## config.mk

```make
export PLATFORM = sky130hd
export DESIGN_NAME = cssq_sequencer
export DESIGN_NICKNAME = d
export VERILOG_FILES = /design/src/rtl/cssq_pkg.sv /design/src/rtl/cssq_step_if.sv /design/src/rtl/cssq_cycle_table.sv /design/src/rtl/cssq_sequencer.sv
export VERILOG_INCLUDE_DIRS = /design/src /design/src/rtl
export SDC_FILE = /design/constraint.sdc
export NUM_CORES = 1
export LEC_CHECK = 0
export BUFFER_PORTS_ARGS = -buffer_cell sky130_fd_sc_hd__buf_2
export CAP_MARGIN = 25
export CORE_MARGIN = 5
export CORE_UTILIZATION = 50
export CTS_BUF_LIST = sky130_fd_sc_hd__clkbuf_4 sky130_fd_sc_hd__clkbuf_8 sky130_fd_sc_hd__clkbuf_16
export DETAILED_ROUTE_END_ITERATION = 8
export GPL_TIMING_DRIVEN = 0
export PLACE_DENSITY = 0.8
export REMOVE_ABC_BUFFERS = 1
export SLEW_MARGIN = 20
export SYNTH_ARGS = -nofsm -noshare
export SYNTH_HDL_FRONTEND = slang
export SYNTH_HIERARCHICAL = 1
export SYNTH_SLANG_ARGS = --single-unit
```

## constraint.sdc

```tcl
create_clock -name clk_sys -period 3.6 [get_ports clk_sys]
set_input_delay 0.72 -clock clk_sys [delete_from_list [all_inputs] [get_ports clk_sys]]
set_output_delay 0.72 -clock clk_sys [all_outputs]
set_load 0.02 [all_outputs]
```

## src/rtl/cssq_defines.svh

```systemverilog
// constants for the stack and bus cycle sequencer
`ifndef CSSQ_DEFINES_SVH
`define CSSQ_DEFINES_SVH
`define CSSQ_IDLE_ADDR 16'hFFFF
`define CSSQ_MUL_CYCLES 4'hA
`define CSSQ_RTI_CYCLES 4'hA
`define CSSQ_WAI_LAST 4'h9
`define CSSQ_FRAME_BYTES 16'h0007
`endif

```

## src/rtl/cssq_pkg.sv

```systemverilog
// types for the stack and bus cycle sequencer
package cssq_pkg;
	typedef enum logic [3:0] {
		CSSQ_IDLE = 4'h1,
		CSSQ_WAIT = 4'h2,
		CSSQ_MUL = 4'h4,
		CSSQ_RTI = 4'h8
	} cssq_state_t;
	typedef enum logic [1:0] {
		CSSQ_OP_WAIT = 2'h0,
		CSSQ_OP_MUL = 2'h1,
		CSSQ_OP_RTI = 2'h2
	} cssq_op_t;
endpackage

```

## src/rtl/cssq_step_if.sv

```systemverilog
// cycle step carrier between sequencer and bus-cycle table
`timescale 1ns/1ps
`default_nettype none
interface cssq_step_if;
	logic [3:0] state;
	logic [3:0] cyc;
	modport seq (output state, output cyc);
	modport tab (input state, input cyc);
endinterface
`default_nettype wire

```

## src/rtl/cssq_cycle_table.sv

```systemverilog
// bus cycle table: address selector and write flag per cycle
`timescale 1ns/1ps
`default_nettype none
`include "cssq_defines.svh"
module cssq_cycle_table import cssq_pkg::*; (
	cssq_step_if.tab step, // current state and cycle number
	input wire logic [15:0] pc, // opcode address
	input wire logic [15:0] sp, // stack pointer at start
	output logic [15:0] addr, // address for this cycle
	output logic rd_wr, // 1 read, 0 write
	output logic [2:0] src // byte source selector for writes
);
	// stack offset below/above sp by small amounts
	function automatic logic [15:0] sp_off(input logic [15:0] s,
		input logic [3:0] k, input logic up);
		sp_off = up ? s + {12'h000, k} : s - {12'h000, k};
	endfunction
	wire logic in_wait = step.state == 4'(CSSQ_WAIT);
	wire logic in_mul = step.state == 4'(CSSQ_MUL);
	wire logic in_rti = step.state == 4'(CSSQ_RTI);
	wire logic [3:0] wk = step.cyc - 4'h3;
	wire logic [3:0] rk = step.cyc - 4'h3;
	// address per cycle; cycles 1 and 2 are fetch and ignored operand
	assign addr = (step.cyc == 4'h1) ? pc :
		(step.cyc == 4'h2) ? pc + 16'h0001 :
		in_wait ? sp_off(sp, wk, 1'b0) :
		in_mul ? `CSSQ_IDLE_ADDR :
		in_rti ? sp_off(sp, rk, 1'b1) :
		pc;
	// only the push cycles write
	assign rd_wr = ~(in_wait && step.cyc >= 4'h3);
	assign src = wk[2:0];
endmodule // cssq_cycle_table
`default_nettype wire

```

## src/rtl/cssq_sequencer.sv

```systemverilog
// cycle sequencer for wait, multiply and return-from-interrupt
// Function
// - wait cycles 3,4 write return low at sp, high at sp-1
// - wait cycles 5,6 write index low at sp-2, high at sp-3
// - wait cycle 7 writes A at sp-4, cycle 8 writes B at sp-5
// - wait cycle 9 writes condition codes at sp-6
// - multiply takes 10 read cycles, idle cycles address FFFF
// - return takes 10 reads, last reads return low at sp+7
// - return pulls index high byte then low byte from next address
// - return pulls B then A from the next location
// - return reads condition codes first at sp+1 after dummy reads
`timescale 1ns/1ps
`default_nettype none
`include "cssq_defines.svh"
module cssq_sequencer import cssq_pkg::*; (
	input wire logic clk_sys, // 20 MHz machine clock
	input wire logic rst, // synchronous reset, active high
	input wire logic start, // begin an instruction, one-cycle pulse
	input wire logic [1:0] op, // which instruction
	input wire logic [15:0] pc, // opcode address
	input wire logic [15:0] sp_in, // stack pointer at start
	input wire logic [15:0] ret_addr, // return address to save
	input wire logic [15:0] idx, // index register
	input wire logic [7:0] acc_a, // accumulator a
	input wire logic [7:0] acc_b, // accumulator b
	input wire logic [7:0] ccr, // condition codes
	input wire logic [7:0] din, // read data from bus
	output logic busy, // sequence in progress
	output logic [15:0] addr, // bus address
	output logic rd_wr, // 1 read, 0 write
	output logic [7:0] dout, // write data
	output logic done, // last cycle pulse
	output logic [15:0] sp_out, // stack pointer after sequence
	output logic [7:0] ccr_out, // pulled condition codes
	output logic [7:0] a_out, // pulled accumulator a
	output logic [7:0] b_out, // pulled accumulator b
	output logic [15:0] idx_out, // pulled index register
	output logic [15:0] pc_out // pulled return address
);
	cssq_step_if step();
	cssq_state_t state_reg, state_next;
	logic [3:0] cyc_reg, cyc_next;
	logic [15:0] sp_reg;
	logic [15:0] a_w;
	logic rw_w;
	logic [7:0] wbyte;
	wire logic [3:0] last = (state_reg == CSSQ_WAIT) ? `CSSQ_WAI_LAST :
		(state_reg == CSSQ_MUL) ? `CSSQ_MUL_CYCLES : `CSSQ_RTI_CYCLES;
	wire logic at_end = (state_reg != CSSQ_IDLE) && (cyc_reg == last);
	assign step.state = state_reg;
	assign step.cyc = cyc_reg;
	cssq_cycle_table u_tab (
		.step(step),
		.pc(pc),
		.sp(sp_reg),
		.addr(a_w),
		.rd_wr(rw_w),
		.src()
	);
	// next state; starts are ignored while busy
	always_comb begin
		state_next = state_reg;
		cyc_next = cyc_reg;
		case (state_reg)
			CSSQ_IDLE: begin
				if (start) begin
					cyc_next = 4'h1;
					case (op)
						2'(CSSQ_OP_WAIT): state_next = CSSQ_WAIT;
						2'(CSSQ_OP_MUL): state_next = CSSQ_MUL;
						default: state_next = CSSQ_RTI;
					endcase
				end
			end
			CSSQ_WAIT, CSSQ_MUL, CSSQ_RTI: begin
				if (at_end) begin
					state_next = CSSQ_IDLE;
					cyc_next = 4'h0;
				end else begin
					cyc_next = cyc_reg + 4'h1;
				end
			end
			default: begin
				state_next = CSSQ_IDLE;
				cyc_next = 4'h0;
			end
		endcase
	end
	// push slot of the coming cycle: a registered dout must lead by one
	wire logic [3:0] k_nx = cyc_next - 4'h3;
	wire logic [2:0] src_nx = k_nx[2:0];
	// push byte order: ret lo, ret hi, x lo, x hi, a, b, ccr
	assign wbyte = (src_nx == 3'h0) ? ret_addr[7:0] :
		(src_nx == 3'h1) ? ret_addr[15:8] :
		(src_nx == 3'h2) ? idx[7:0] :
		(src_nx == 3'h3) ? idx[15:8] :
		(src_nx == 3'h4) ? acc_a :
		(src_nx == 3'h5) ? acc_b : ccr;
	assign busy = state_reg != CSSQ_IDLE;
	assign done = at_end;
	// bus outputs registered only in spirit of table; address is decoded
	assign addr = busy ? a_w : `CSSQ_IDLE_ADDR;
	assign rd_wr = busy ? rw_w : 1'b1;
	wire logic rti_cyc = state_reg == CSSQ_RTI;
	// sequencer state
	always_ff @(posedge clk_sys) begin
		if (rst) begin
			state_reg <= CSSQ_IDLE;
			cyc_reg <= 4'h0;
		end else begin
			state_reg <= state_next;
			cyc_reg <= cyc_next;
		end
	end
	// latch sp at start; final sp after return is start + 7
	always_ff @(posedge clk_sys) begin
		if (rst) begin
			sp_reg <= 16'h0000;
			sp_out <= 16'h0000;
		end else begin
			if (start && !busy)
				sp_reg <= sp_in;
			if (at_end && rti_cyc)
				sp_out <= sp_reg + `CSSQ_FRAME_BYTES;
			else if (at_end && state_reg == CSSQ_WAIT)
				sp_out <= sp_reg - `CSSQ_FRAME_BYTES;
		end
	end
	// dout loads the coming cycle's byte, so it stands in its write cycle
	always_ff @(posedge clk_sys) begin
		if (rst)
			dout <= 8'h00;
		else
			dout <= wbyte;
	end
	// pulled bytes: ccr, b, a, x hi, x lo, pc hi, pc lo at cycles 4..10
	always_ff @(posedge clk_sys) begin
		if (rst) begin
			ccr_out <= 8'h00;
			a_out <= 8'h00;
			b_out <= 8'h00;
			idx_out <= 16'h0000;
			pc_out <= 16'h0000;
		end else if (rti_cyc) begin
			case (cyc_reg)
				4'h4: ccr_out <= din;
				4'h5: b_out <= din;
				4'h6: a_out <= din;
				4'h7: idx_out[15:8] <= din;
				4'h8: idx_out[7:0] <= din;
				4'h9: pc_out[15:8] <= din;
				4'hA: pc_out[7:0] <= din;
				default: ;
			endcase
		end
	end
endmodule // cssq_sequencer
`default_nettype wire

```

Yosys cells after proc, flatten, opt, wreduce, memory -nomap -nowiden
Cells that the tools add are included.

Bits in writable memories: 0. Input port bits: 101. Bits in registers: 104. Latch bits: 0. Logic and storage cells: 86. Memories: 0. ROM bits: 0.

Equal/unequal tests: 23. Bitwise gates (word level): 1. Reduce and logical (&&, ||, !) cells: 18. Mux-type cells: 23. Add/sub/neg operators: 8. Magnitude comparators: 1. Shifts and indexed selects: 0. Divide/modulo/power cells: 0. Multipliers: 0.

Operators by type and width (number): 16-bit two-way mux (8); 8-bit two-way mux (6); 4-bit one-hot mux with 2 select lines (3); 4-bit by 3-bit equality test with 1-bit output (second input constant) (5); 16-bit by 1-bit adder with 16-bit output (second input constant) (1); 16-bit by 3-bit adder with 16-bit output (second input constant) (1); 16-bit by 4-bit adder with 16-bit output (1); 4-bit equality test (second input constant) (4); 4-bit two-way mux (4); 2-bit AND reduction (8); 16-bit by 3-bit subtractor with 16-bit output (second input constant) (1); 16-bit by 4-bit subtractor with 16-bit output (1); 4-bit by 1-bit equality test with 1-bit output (second input constant) (2); 4-bit by 2-bit equality test with 1-bit output (second input constant) (2); 3-bit by 2-bit equality test with 1-bit output (second input constant) (2); 3-bit equality test (second input constant) (2); 1-bit logical AND (5); 4-bit by 1-bit adder with 4-bit output (second input constant) (1); 4-bit equality test (1); 4-bit by 2-bit greater-or-equal comparator with 1-bit output (second input constant) (1); 2-bit inequality test (second input constant) (2); 4-bit by 1-bit inequality test with 1-bit output (second input constant) (1); 4-bit by 2-bit subtractor with 4-bit output (second input constant) (1); 3-bit by 1-bit equality test with 1-bit output (second input constant) (1); other kinds (10) (10).

Longest topological paths before layout
Gate-level depths: netlist (run 1).

Word-level depth: 14. Mapped depth: 12. Gate-level depth less buffers: 11.

By module
Netlist (run 1), hierarchy kept.

Modules (own cells, without submodules): cssq_sequencer (times used 1, area each 5171.2 um2, sequential area each 2082.0 um2, cells an instance 632); cssq_cycle_table (times used 1, area each 1903.1 um2, sequential area each 0.0 um2, cells an instance 299).

Least setup slack after synthesis (run 1)
No wires, ideal clock.

Path type: reg-to-output. Start: register cyc_reg[0]. End: output port addr[6]. Required time: 2.880 ns. Buffers on the path: 1. Slack: 0.130 ns. Arrival: 2.750 ns. Stages on the path, launching flop included: 12. Cell sequence: dfxtp_1 inv_1 ha_1 inv_1 fa_1 a21o_1 a31oi_1 clkbuf_1 and2_1 o31ai_1 a31o_2 nand2b_1.

Cells in the longest elaborated chain, start to end: 8. Elaborated cells between the ends (all ways): 11. Those cells by class: add/sub (3); eq/ne (2); mux (6).

RTL lines: from (decl) (line cssq_sequencer.sv:42) `logic [3:0] cyc_reg, cyc_next;`; from (signal assigned) (line cssq_sequencer.sv:112) `cyc_reg <= cyc_next;`; 4-bit by 2-bit subtractor with 4-bit output (*) (line cssq_cycle_table.sv:21) `wire logic [3:0] wk = step.cyc - 4'h3;`; net u_tab.src[0] (line cssq_cycle_table.sv:11) `output logic [2:0] src`; 16-bit by 4-bit adder with 16-bit output; 16-bit two-way mux (line cssq_cycle_table.sv:28) `in_rti ? sp_off(sp, rk, 1'b1) :`; 16-bit two-way mux (line cssq_cycle_table.sv:27) `` in_mul ? `CSSQ_IDLE_ADDR : ``; 16-bit two-way mux (*) (line cssq_cycle_table.sv:26) `in_wait ? sp_off(sp, wk, 1'b0) :`; 16-bit two-way mux (*) (line cssq_cycle_table.sv:25) `(step.cyc == 4'h2) ? pc + 16'h0001 :`; 16-bit two-way mux (*) (line cssq_cycle_table.sv:24) `assign addr = (step.cyc == 4'h1) ? pc :`; net a_w[6] (line cssq_sequencer.sv:44) `logic [15:0] a_w;`; 16-bit two-way mux (no line) (*); to (decl) (line cssq_sequencer.sv:29) `output logic [15:0] addr,`.

The timed path passes the listed nets; every way through them passes the cells marked *.

Worst setup path in the final report (run 1)
Start: register cyc_reg[0]. End: output port addr[11].

Cells in the longest elaborated chain, start to end: 8. Elaborated cells between the ends (all ways): 11. Those cells by class: add/sub (3); eq/ne (2); mux (6).

RTL lines (line): 4-bit by 2-bit subtractor with 4-bit output (cssq_cycle_table.sv:21, cssq_cycle_table.sv:22); 16-bit by 4-bit adder with 16-bit output; 16-bit two-way mux (cssq_cycle_table.sv:28); 16-bit two-way mux (cssq_cycle_table.sv:27); 16-bit two-way mux (cssq_cycle_table.sv:26); 16-bit two-way mux (cssq_cycle_table.sv:25); 16-bit two-way mux (*) (cssq_cycle_table.sv:24); net a_w[11] (cssq_sequencer.sv:44); 16-bit two-way mux (no line) (*).

Marks and branches as above.

==> load_flow_metrics.sql, run 1 <==
INSERT INTO impl_metrics (metric_group, metric, value, unit) VALUES
('clock_tree', 'cts_made_buffers', '9', ''),
('timing', 'max_slew_margin', '39.24', '%'),
('finish', 'final.fill_count', '1201', ''),
('yosys', 'seq_area_frac_synth', '29.43', '%'),
('timing', 'fmax', '268.9', 'MHz'),
('timing', 'slew_violations', '0', ''),
('power', 'p_total', '3.096', 'mW'),
('outcome', 'violations_in_the_final_reports', 'negative setup slack', ''),
('power', 'power.leakage', '4.044', 'nW'),
('yosys', 'synth_edf_count', '0', ''),
('min_path', 'hp-class', 'flop to flop', ''),
('global_routing', 'gr-total-overflow', '0', ''),
('yosys', 'post_synth_xor_xnor_area', '2.600', '%'),
('finish', 'drive_above_1_share', '30.01', '%'),
('floorplan', 'fp.dieH', '128.9', 'um'),
('route', 'route.vias.total', '7849', ''),
('worst_setup_path', 'critPathRequiredTime', '2.88', 'ns'),
('yosys', 'synth_compound_gate_area_share', '23.45', '%'),
('route', 'dr_pass1_iterations', '6', ''),
('route', 'routed_length_per_instance', '17.58', 'um'),
('floorplan', 'die_area', '16630', 'um^2'),
('clock_tree', 'clock_tree.root_cell', 'clkbuf_16', ''),
('worst_setup_path', 'timing.critical_path.slowest_cell_delay', '0.43', 'ns'),
('timing', 'totalNegativeSetupSlack', '-0.6614', 'ns'),
('timing', 'finalHoldViolations', '0', ''),
('clock_tree', 'worst_skew_pair.late_latency', '0.35', 'ns'),
('outcome', 'outcome', 'finished, violations left', ''),
('power', 'maximum_vdd_drop', '0.0002306', 'V'),
('finish', 'final_cell_mix', 'buf_2, nand2_1, dfxtp_1, a21oi_1, nor2_1', ''),
('worst_setup_path', 'timing.critical_path.arrival', '3.00', 'ns'),
('yosys', 'yosysTopAreaCell', 'dfxtp_1', ''),
('yosys', 'yosys.cell_types.count', '71', ''),
('global_routing', 'grt_use_met3', '4.857', '%'),
('yosys', 'yosys_register_bits', '104', ''),
('timing', 'setup_viol_count_final', '10', ''),
('global_routing', 'grt.total_usage', '25.30', '%'),
('global_routing', 'gr-usage-met1', '31.94', '%'),
('yosys', 'synth-async-reset-ratio', '0', '%'),
('route', 'finalWirelength', '22930', 'um'),
('route', 'drc_errors', '0', ''),
('global_routing', 'grt_max_degree', '63', ''),
('timing', 'setup_slack', '-0.1191', 'ns'),
('placement', 'placedCellCount', '1258', ''),
('clock_tree', 'htree_levels', '3', ''),
('route', 'drt-vias-per-instance', '6.019', ''),
('floorplan', 'initial_utilization', '50.96', '%'),
('finish', 'final_cells', '1304', ''),
('timing', 'post-route-period-util', '103.3', '%'),
('clock_tree', 'clk_transition_reported_paths', '0.07', 'ns'),
('power', 'cellPowerDensity', '338.3', 'nW/um^2'),
('worst_setup_path', 'cp-start-kind', 'flop', ''),
('clock_tree', 'cts_buffer_depth', '2', ''),
('timing', 'worst-slew-pin-transition', '0.9114', 'ns'),
('worst_setup_path', 'critPathCaptureType', 'output pin', ''),
('floorplan', 'io_pins', '200', ''),
('yosys', 'synth_top_cells_by_area', 'dfxtp_1, a21oi_1, nand2_1, mux2i_1, ha_1', ''),
('yosys', 'postSynth.topFlopCell', 'dfxtp_1', ''),
('global_routing', 'gr-max-usage-layer', 'met2', ''),
('timing', 'final.setup_skew', '0.01480', 'ns'),
('clock_tree', 'cts_tree', 'built', ''),
('placement', 'post-place-ws', '-0.5567', 'ns'),
('worst_setup_path', 'timing.critical_path.slowest_stage_cell', 'ha_2', ''),
('finish', 'most_common_cell_after_layout_fill_and_taps_aside', 'buf_2', ''),
('yosys', 'yosys_warnings', '6', ''),
('yosys', 'yosys.area_share.adder', '6.509', '%'),
('yosys', 'synthSimpleGateAreaFrac', '26.83', '%'),
('yosys', 'synth_top_family_by_area', 'simple AND/OR/NAND/NOR gates', ''),
('floorplan', 'row_count', '43', ''),
('yosys', 'syn-mean-instance-area', '7.599', 'um^2'),
('placement', 'globalplace.congestion', '0.8696', ''),
('finish', 'nNetsFinal', '1254', '');
[cells in the mapped netlist, types with 12 or more instances]
library cell	number
nand3_1	56
xnor2_1	13
inv_1	24
nand2_1	117
nand2b_1	19
mux2i_1	41
or3_1	14
clkbuf_1	53
a31oi_1	14
ha_1	32
nor4_1	12
a21oi_1	94
nor2_1	78
nor3_1	25
o21ai_0	44
dfxtp_1	104
[repair_timing]
item,CTS,global route
endpoints found under the hold margin,0,0
pin swaps,14,19
setup buffers,15,11
resized for setup,64,38
setup endpoints to repair,22,25
cloned,0,3
[metrics by stage]
step | utilization (%) | hold WS, ns | instance area [um^2]
floorplan | - | 0.4550 | 6818
global placement | 57.91 | 0.4373 | 8039
detailed placement | 58.76 | 0.4419 | 8157
CTS | 63.75 | 0.4518 | 8848
global route | 65.94 | 0.4735 | 9153
finish | 65.94 | 0.4495 | 9153
[cells by family (layout without fill, tap and decap cells)]
| logic type | after synthesis | after routing |
|---|---|---|
| xor gates and xnor gates | 21 | 21 |
| muxes | 44 | 44 |
| AOI/OAI and AO/OA | 259 | 260 |
| DFF | 104 | 104 |
| and+or+nand+nor | 383 | 383 |
| other | 0 | 1 |
| adders and majority gates | 35 | 35 |
| buffers and inverters | 85 | 276 |
[cell type report]
cell class              count  area (um^2)  area share [%]
repair buffers            235         1378           15.05
well taps                 180        225.2           2.461
multi-input cells         743         5047           55.15
repair inverters            1        5.005         0.05468
flip-flops and latches    104         2102           22.97
diodes                      1        2.502         0.02734
clock buffers              10        239.0           2.611
clock inverters             6        51.30          0.5605
inverters                  24        102.6           1.121
[report_power, final]
part / leakage (nW) / internal [mW] / switching [mW]
Combinational: 3.06 / 0.407 / 0.499
Sequential: 0.848 / 1.18 / 0.0609
Clock: 0.139 / 0.499 / 0.452
[path summary, 6_finish.rpt]
kind | start | to | slack (ns) | cells past startpoint
max | cyc_reg[0]$_SDFF_PP0_ | addr[11] | -0.12 | 11
min | ccr_out[7]$_SDFFE_PP0P_ | ccr_out[7]$_SDFFE_PP0P_ | 0.45 | 2
max reg2reg | state_reg[0]$_SDFFE_PP1P_ | dout[0]$_SDFF_PP0_ | 0.19 | 7
min reg2reg | ccr_out[7]$_SDFFE_PP0P_ | ccr_out[7]$_SDFFE_PP0P_ | 0.45 | 2
[critical path, delay by kind of cell, from the launching register on]
kind	cells	cell delay (ns)
buffers and inverters	2	0.28
AND/OR/NAND/NOR	3	0.53
XOR/XNOR	1	0.10
AO/OA/AOI/OAI	4	0.91
adder cells (fa/ha/maj)	1	0.43
flip-flops	1	0.39
[metal layers]
layer / share of wire, % / wire length, um / up-vias
li1: - / - / 3761
met1: 40 / 9191 / 3651
met2: 49 / 11160 / 381
met3: 8.3 / 1895 / 56
met4: 2.9 / 675 / 0
met5: 0 / 0 / -
Power figures use the tool's default switching activity.
==> run 2: changes to the inputs <==
--- a/config.mk
+++ b/config.mk
@@ -6,6 +6,7 @@
 export SDC_FILE = /design/constraint.sdc
 export NUM_CORES = 1
 export LEC_CHECK = 0
+export ABC_AREA = 1
 export BUFFER_PORTS_ARGS = -buffer_cell sky130_fd_sc_hd__buf_2
 export CAP_MARGIN = 25
 export CORE_MARGIN = 5
==> load_flow_metrics.sql, run 2 <==
INSERT INTO impl_metrics (metric_group, metric, value, unit) VALUES
('power', 'p_seq_share', '25.8', '%'),
('power', 'share_clk_of_total_power', '19.2', '%'),
('yosys', 'seq_area_frac_synth', '29.09', '%'),
('timing', 'final.setup_skew', '0.01338', 'ns'),
('finish', 'final_cell_mix', 'nand2_1, buf_2, nor2_1, o21ai_0, inv_1', ''),
('clock_tree', 'htree_levels', '3', ''),
('floorplan', 'die_area', '16810', 'um^2'),
('min_path', 'hp-start', 'idx_out[12]$_SDFFE_PP0P_', ''),
('flow_run', 'maxCapViolCount', '0', ''),
('finish', 'insertedDiodeCount', '0', ''),
('timing', 'rsz0062_at_grt', 'yes', ''),
('clock_tree', 'cts_tree', 'built', ''),
('global_routing', 'antenna_found_initial', '0', ''),
('timing', 'fmax', '264.1', 'MHz'),
('route', 'drt.antenna.violating_nets', '0', ''),
('clock_tree', 'cts_buffer_depth', '2', ''),
('global_routing', 'grt.total_usage', '24.69', '%'),
('worst_setup_path', 'critical_path_depth', '19', ''),
('yosys', 'yosys_register_bits', '104', ''),
('yosys', 'synthesis.instances', '1116', ''),
('yosys', 'yosys_warnings', '6', ''),
('finish', 'nNetsFinal', '1452', ''),
('worst_setup_path', 'path_max_fanout', '6', ''),
('route', 'm1WireLength', '8999', 'um'),
('placement', 'post-dp-hpwl', '15770', 'um'),
('clock_tree', 'clk_transition_reported_paths', '0.09', 'ns'),
('min_path', 'timing.hold.worst_endpoint', 'idx_out[12]$_SDFFE_PP0P_', ''),
('worst_setup_path', 'reg2reg_from', 'state_reg[3]$_SDFFE_PP0P_', ''),
('worst_setup_path', 'cp-start-kind', 'flop', ''),
('yosys', 'synth_top_area_share', '29.09', '%'),
('worst_setup_path', 'critPathRequiredTime', '2.88', 'ns'),
('route', 'routed_length_per_instance', '14.84', 'um'),
('worst_setup_path', 'timing.critical_path.slowest_stage_cell', 'dfxtp_4', ''),
('global_routing', 'grt_max_degree', '57', ''),
('route', 'dr_pass1_iterations', '6', ''),
('timing', 'slew_violations', '0', ''),
('yosys', 'yosys.cell_count.top_type', 'nand2_1', ''),
('placement', 'post_dp_cell_area', '8250', 'um^2'),
('power', 'power.leakage', '4.615', 'nW'),
('route', 'wl_met3', '1855', 'um'),
('clock_tree', 'worst_skew_pair.late_latency', '0.36', 'ns'),
('power', 'maximum_vdd_drop', '0.0003505', 'V'),
('finish', 'synthToLayoutAreaGrowth', '27.73', '%'),
('finish', 'final_area', '9141', 'um^2'),
('worst_setup_path', 'cp_num_buf_inv', '3', ''),
('finish', 'drive_above_1_share', '27.63', '%'),
('floorplan', 'io_pins', '200', ''),
('global_routing', 'first_global_vias', '7343', ''),
('min_path', 'holdPathStages', '2', ''),
('clock_tree', 'cts.sink_count', '104', ''),
('finish', 'final_cells', '1501', ''),
('route', 'detailroute.wirelength.met2', '10860', 'um'),
('min_path', 'hp-class', 'flop to flop', ''),
('placement', 'globalplace.congestion', '0.9142', ''),
('timing', 'max_slew_margin', '33.27', '%'),
('yosys', 'yosys.cell_types.count', '48', ''),
('global_routing', 'gr-total-overflow', '0', ''),
('global_routing', 'grt_first_pass_wirelength', '34400', 'um'),
('yosys', 'yosysTopAreaCell', 'dfxtp_1', ''),
('power', 'cellPowerDensity', '593.9', 'nW/um^2'),
('timing', 'setup_viol_count_final', '12', ''),
('worst_setup_path', 'reg2reg_slack', '0.30', 'ns'),
('power', 'switching_share', '45.27', '%'),
('floorplan', 'fp.dieH', '129.6', 'um'),
('route', 'route.vias.total', '8105', ''),
('yosys', 'synth_top_cells_by_area', 'dfxtp_1, nand2_1, nor2_1, o21ai_0, a21oi_1', ''),
('clock_tree', 'cts_made_buffers', '9', ''),
('worst_setup_path', 'critical-path-top-delay-family', 'simple AND/OR/NAND/NOR gates', ''),
('route', 'finalWirelength', '22280', 'um'),
('worst_setup_path', 'timing.rr.end', 'sp_out[15]$_SDFFE_PP0P_', ''),
('timing', 'min_period', '3.786', 'ns'),
('yosys', 'synth.cell_area', '7157', 'um^2'),
('worst_setup_path', 'timing.critical_path.arrival', '3.07', 'ns'),
('power', 'net-switching-power', '2.458', 'mW'),
('finish', 'final_util', '65.60', '%'),
('yosys', 'synth_edf_count', '0', ''),
('worst_setup_path', 'cp_cell_sequence', 'inv_4, o21bai_1, xor2_1, inv_2, ha_4, nand2_2, nor2_2, nand2_2, nand3_4, nand2_2, nand2_2, nand3_2, nand2_1, nand2_1, nand2_1, nand2_1, a21oi_2, or2_4, buf_6', ''),
('worst_setup_path', 'critPathCaptureType', 'output pin', ''),
('clock_tree', 'ctsHoldBuffers', '0', ''),
('clock_tree', 'clock_tree.root_cell', 'clkbuf_16', ''),
('floorplan', 'row_count', '43', ''),
('floorplan', 'die_width', '129.6', 'um'),
('timing', 'finalHoldViolations', '0', ''),
('floorplan', 'area_of_the_core', '13930', 'um^2'),
('route', 'drc_errors', '0', ''),
('yosys', 'synth.top_cells.by_count', 'nand2_1, nor2_1, inv_1', ''),
('worst_setup_path', 'crit_path_start', 'cyc_reg[0]$_SDFF_PP0_', ''),
('worst_setup_path', 'reg2regPathDepth', '17', ''),
('outcome', 'outcome', 'finished, violations left', ''),
('power', 'p_int', '2.971', 'mW'),
('finish', 'most_common_cell_after_layout_fill_and_taps_aside', 'nand2_1', ''),
('worst_setup_path', 'timing.critical_path.slowest_cell_delay', '0.40', 'ns'),
('worst_setup_path', 'worst-setup-path-type', 'flop to output pin', ''),
('power', 'comb_power_share', '54.9', '%'),
('floorplan', 'initial_utilization', '51.36', '%'),
('placement', 'port_buffers', '199', ''),
('yosys', 'synth-async-reset-ratio', '0', '%'),
('placement', 'placedCellCount', '1464', ''),
('route', 'drt-vias-per-instance', '5.400', ''),
('yosys', 'syn-mean-instance-area', '6.413', 'um^2'),
('route', 'dr.max_layer_used', 'met4', ''),
('timing', 'worst-slew-pin-transition', '0.9934', 'ns'),
('timing', 'setup_slack', '-0.1860', 'ns'),
('timing', 'post-route-period-util', '105.2', '%'),
('outcome', 'violations_in_the_final_reports', 'negative setup slack', ''),
('yosys', 'postSynth.topFlopCell', 'dfxtp_1', ''),
('route', 'drt_iter0_drc', '575', '');
-- run 2: cell type report --
cell class	instances	area (um^2)
Fill cell	1305	4793
Inverter	127	481.7
Clock inverter	7	98.84
Clock buffer	9	225.2
Multi-Input combinational cell	853	4757
Tap cell	180	225.2
Timing Repair Buffer	221	1260
Sequential cell	104	2093
-- run 2: through the flow --
stage	power, mW	setup WS, ns	TNS [ns]	hold slack, ns
finish	5.429	-0.1860	-1.280	0.4959
global route	5.803	-0.2967	-3.309	0.5195
CTS	5.221	-0.05614	-0.3030	0.4920
detailed placement	3.878	-0.2735	-2.011	0.4754
global placement	3.840	-0.2286	-1.708	0.4582
floorplan	3.216	0.3153	0	0.4613
-- run 2: power groups by stage --
| stage | sequential [mW] | clock, mW | combinational, mW |
|---|---|---|---|
| 3_5_place_dp | 1.41 | 0 | 2.46 |
| 2_1_floorplan | 1.42 | 0 | 1.79 |
| 5_1_grt | 1.42 | 1.10 | 3.28 |
| 4_1_cts | 1.39 | 1.06 | 2.77 |
| 6_report | 1.40 | 1.04 | 2.98 |
| 3_3_place_gp | 1.42 | 0 | 2.42 |
-- run 2: metal layers --
metal  track usage (%)  vias to the layer above
li1                  -                     4064
met1             29.61                     3660
met2             43.59                      323
met3             6.348                       58
met4             7.090                        0
met5                 0                        -
-- run 2: worst min-delay path, cell delays in order, from the launching register on --
cell and delay, ns:
dfxtp_1 0.32, nor2_1 0.09, nor2_1 0.05
-- run 2: repair_timing --
item	4_1_cts	5_1_grt
pin swaps	46	34
setup buffers	13	6
gates resized for setup	73	43
setup endpoints to repair	20	18
cloned	1	0
-- run 2: how the worst max path moves through the flow --
stage,end,slack (ns)
6_report,addr[15],-0.19
3_5_place_dp,addr[15],-0.27
5_1_grt,addr[5],-0.30
3_3_place_gp,addr[15],-0.23
4_1_cts,addr[12],-0.06
2_1_floorplan,addr[14],0.32
-- run 2: cell families after synthesis --
family	share of synthesized area [%]
AND/OR/NAND/NOR	34.75
AO/OA/AOI/OAI	18.34
flip-flops	29.09
buffers and inverters	8.934
XOR/XNOR	2.448
adder cells (fa/ha/maj)	6.434
==> run 3: changes to the inputs <==
==> constraint.sdc (replaced) <==
create_clock -name clk_sys -period 3.6 [get_ports clk_sys]
set_input_delay 0 -clock clk_sys [delete_from_list [all_inputs] [get_ports clk_sys]]
set_output_delay 0 -clock clk_sys [all_outputs]
set_load 0.02 [all_outputs]
==> load_flow_metrics.sql, run 3 (synthesized netlist as in run 2, its figures left out) <==
INSERT INTO impl_metrics (metric_group, metric, value, unit) VALUES
('outcome', 'outcome', 'finished, final reports clean', ''),
('floorplan', 'die_area', '16810', 'um^2'),
('clock_tree', 'cts_tree', 'built', ''),
('worst_setup_path', 'worst-setup-path-type', 'flop to output pin', ''),
('finish', 'final_cells', '1521', ''),
('placement', 'post-dp-hpwl', '15770', 'um'),
('clock_tree', 'cts.sink_count', '104', ''),
('floorplan', 'row_count', '43', ''),
('floorplan', 'die_width', '129.6', 'um'),
('timing', 'worst-slew-pin-transition', '0.9766', 'ns'),
('worst_setup_path', 'critPathRequiredTime', '3.60', 'ns'),
('timing', 'final.setup_skew', '0.01453', 'ns'),
('global_routing', 'grt.total_usage', '24.66', '%'),
('floorplan', 'initial_utilization', '51.36', '%'),
('clock_tree', 'cts_buffer_depth', '2', ''),
('finish', 'final_cell_mix', 'nand2_1, buf_2, nor2_1, inv_1, o21ai_0', ''),
('route', 'drt.antenna.violating_nets', '0', ''),
('worst_setup_path', 'crit_top_cell', 'nand2_1', ''),
('clock_tree', 'clk_transition_reported_paths', '0.09', 'ns'),
('floorplan', 'area_of_the_core', '13930', 'um^2'),
('worst_setup_path', 'timing.critical_path.slowest_stage_cell', 'dfxtp_2', ''),
('timing', 'min_period', '3.311', 'ns'),
('worst_setup_path', 'critical-path-top-delay-family', 'simple AND/OR/NAND/NOR gates', ''),
('route', 'routed_length_per_instance', '14.14', 'um'),
('clock_tree', 'worst_skew_pair.late_latency', '0.36', 'ns'),
('route', 'route.vias.total', '7989', ''),
('placement', 'placedCellCount', '1464', ''),
('worst_setup_path', 'cp-start-kind', 'flop', ''),
('timing', 'max_slew_margin', '34.40', '%'),
('worst_setup_path', 'critPathCaptureType', 'output pin', ''),
('placement', 'port_buffers', '199', ''),
('power', 'cellPowerDensity', '555.0', 'nW/um^2'),
('worst_setup_path', 'timing.critical_path.slowest_cell_delay', '0.45', 'ns'),
('finish', 'synthToLayoutAreaGrowth', '25.80', '%'),
('route', 'finalWirelength', '21500', 'um'),
('global_routing', 'antenna_found_initial', '0', ''),
('flow_run', 'maxCapViolCount', '0', ''),
('global_routing', 'first_global_vias', '7314', ''),
('route', 'drc_errors', '0', ''),
('clock_tree', 'htree_levels', '3', ''),
('global_routing', 'grt_max_degree', '57', ''),
('timing', 'timing.hold.ws', '0.004169', 'ns'),
('power', 'power.leakage', '4.604', 'nW'),
('floorplan', 'fp.dieH', '129.6', 'um'),
('finish', 'nNetsFinal', '1472', ''),
('worst_setup_path', 'cp_num_buf_inv', '2', ''),
('worst_setup_path', 'cp_cell_sequence', 'inv_1, ha_1, fa_1, nand2_1, nand2_1, nand2_1, nand4_1, nor2_2, nand2_1, nand2_1, nand3_1, nand3_1, a21oi_1, or2_2, buf_2', ''),
('global_routing', 'grt_first_pass_wirelength', '34330', 'um'),
('floorplan', 'io_pins', '200', ''),
('power', 'maximum_vdd_drop', '0.0003426', 'V'),
('worst_setup_path', 'timing.critical_path.arrival', '3.31', 'ns'),
('timing', 'fmax', '302.0', 'MHz'),
('timing', 'rsz0062_at_grt', 'no', ''),
('timing', 'setup_viol_count_final', '0', ''),
('clock_tree', 'cts_setup_buffers', '0', ''),
('global_routing', 'gr-total-overflow', '0', ''),
('timing', 'finalHoldViolations', '0', ''),
('finish', 'drive_above_1_share', '21.85', '%'),
('route', 'drt_iter0_drc', '461', ''),
('route', 'drt-vias-per-instance', '5.252', ''),
('route', 'dr_pass1_iterations', '6', ''),
('timing', 'post-route-period-util', '91.98', '%'),
('worst_setup_path', 'path_max_fanout', '9', ''),
('min_path', 'hp-class', 'primary input to flop', ''),
('clock_tree', 'clock_tree.root_cell', 'clkbuf_16', ''),
('clock_tree', 'cts_made_buffers', '9', ''),
('timing', 'slew_violations', '0', ''),
('placement', 'globalplace.congestion', '0.9142', ''),
('finish', 'insertedDiodeCount', '0', ''),
('finish', 'most_common_cell_after_layout_fill_and_taps_aside', 'nand2_1', '');
==> run 3: cell types whose count changed in the layout (fill, tap and decap cells not counted), sizes merged <==
cell	delta
dlygate4sd3	+40
nand3	-1
buf	-19
==> run 3: final timing paths <==
path,startpoint,to,slack [ns],cells past startpoint
setup reg to reg,state_reg[2]$_SDFFE_PP0P_,sp_out[13]$_SDFFE_PP0P_,0.41,17
hold reg to reg,idx_out[12]$_SDFFE_PP0P_,idx_out[12]$_SDFFE_PP0P_,0.50,2
setup / recovery,cyc_reg[0]$_SDFF_PP0_,addr[12],0.29,15
hold / removal,ret_addr[15],dout[7]$_SDFF_PP0_,0.004,5
==> run 3: cell type report <==
type | count | area, um^2
clock buffer | 9 | 225.2
clock inverter | 7 | 98.84
fill | 1315 | 4931
inverter | 127 | 479.2
multi-input combinational | 852 | 4458
sequential | 104 | 2085
tap | 180 | 225.2
timing repair buffer | 242 | 1433
==> run 3: metal layers <==
metal,up-vias,wire (um),track usage [%]
met5,-,0,0
met4,0,404,6.235
met3,37,1676,6.142
met2,258,10550,43.83
met1,3602,8876,29.81
li1,4092,-,-
==> run 3: worst register-to-register path, stage by stage, from the launching register on <==
cell and delay [ns]:
dfxtp_1 0.45, nor2_2 0.09, nand2_2 0.14, inv_4 0.11, nor2_2 0.14, nand2_4 0.12
nor2_4 0.18, inv_2 0.16, ha_1 0.36, nand2_1 0.08, nand2_1 0.07, nand3_1 0.07
nand3_1 0.11, a21boi_0 0.32, o21ai_0 0.24, a21oi_1 0.22, xor2_1 0.17, a21oi_1 0.08
==> run 3: report_power, final <==
part           switching (mW)  internal, mW  total (mW)
clock network           0.534         0.512        1.05
registers               0.140          1.25        1.39
logic                    1.60         0.956        2.56
==> run 3: what timing repair did <==
item,4_1_cts,5_1_grt
hold buffers,39,1
endpoints found under the setup margin,5,16
hold endpoints to repair,47,1
gates resized for setup,2,9
==> run 3: per-stage QoR <==
stage / TNS (ns) / utilization [%] / setup WS, ns / instance area [um^2] / total power [mW]
2_1_floorplan: 0 / - / 0.4444 / 6994 / 3.216
3_3_place_gp: -0.3968 / 58.96 / -0.1371 / 8215 / 3.840
5_1_grt: 0 / 64.61 / 0.01746 / 9004 / 5.395
4_1_cts: 0 / 64.35 / 0.05064 / 8967 / 4.993
3_5_place_dp: -0.2366 / 59.21 / -0.1100 / 8250 / 3.878
6_report: 0 / 64.61 / 0.2888 / 9004 / 4.997
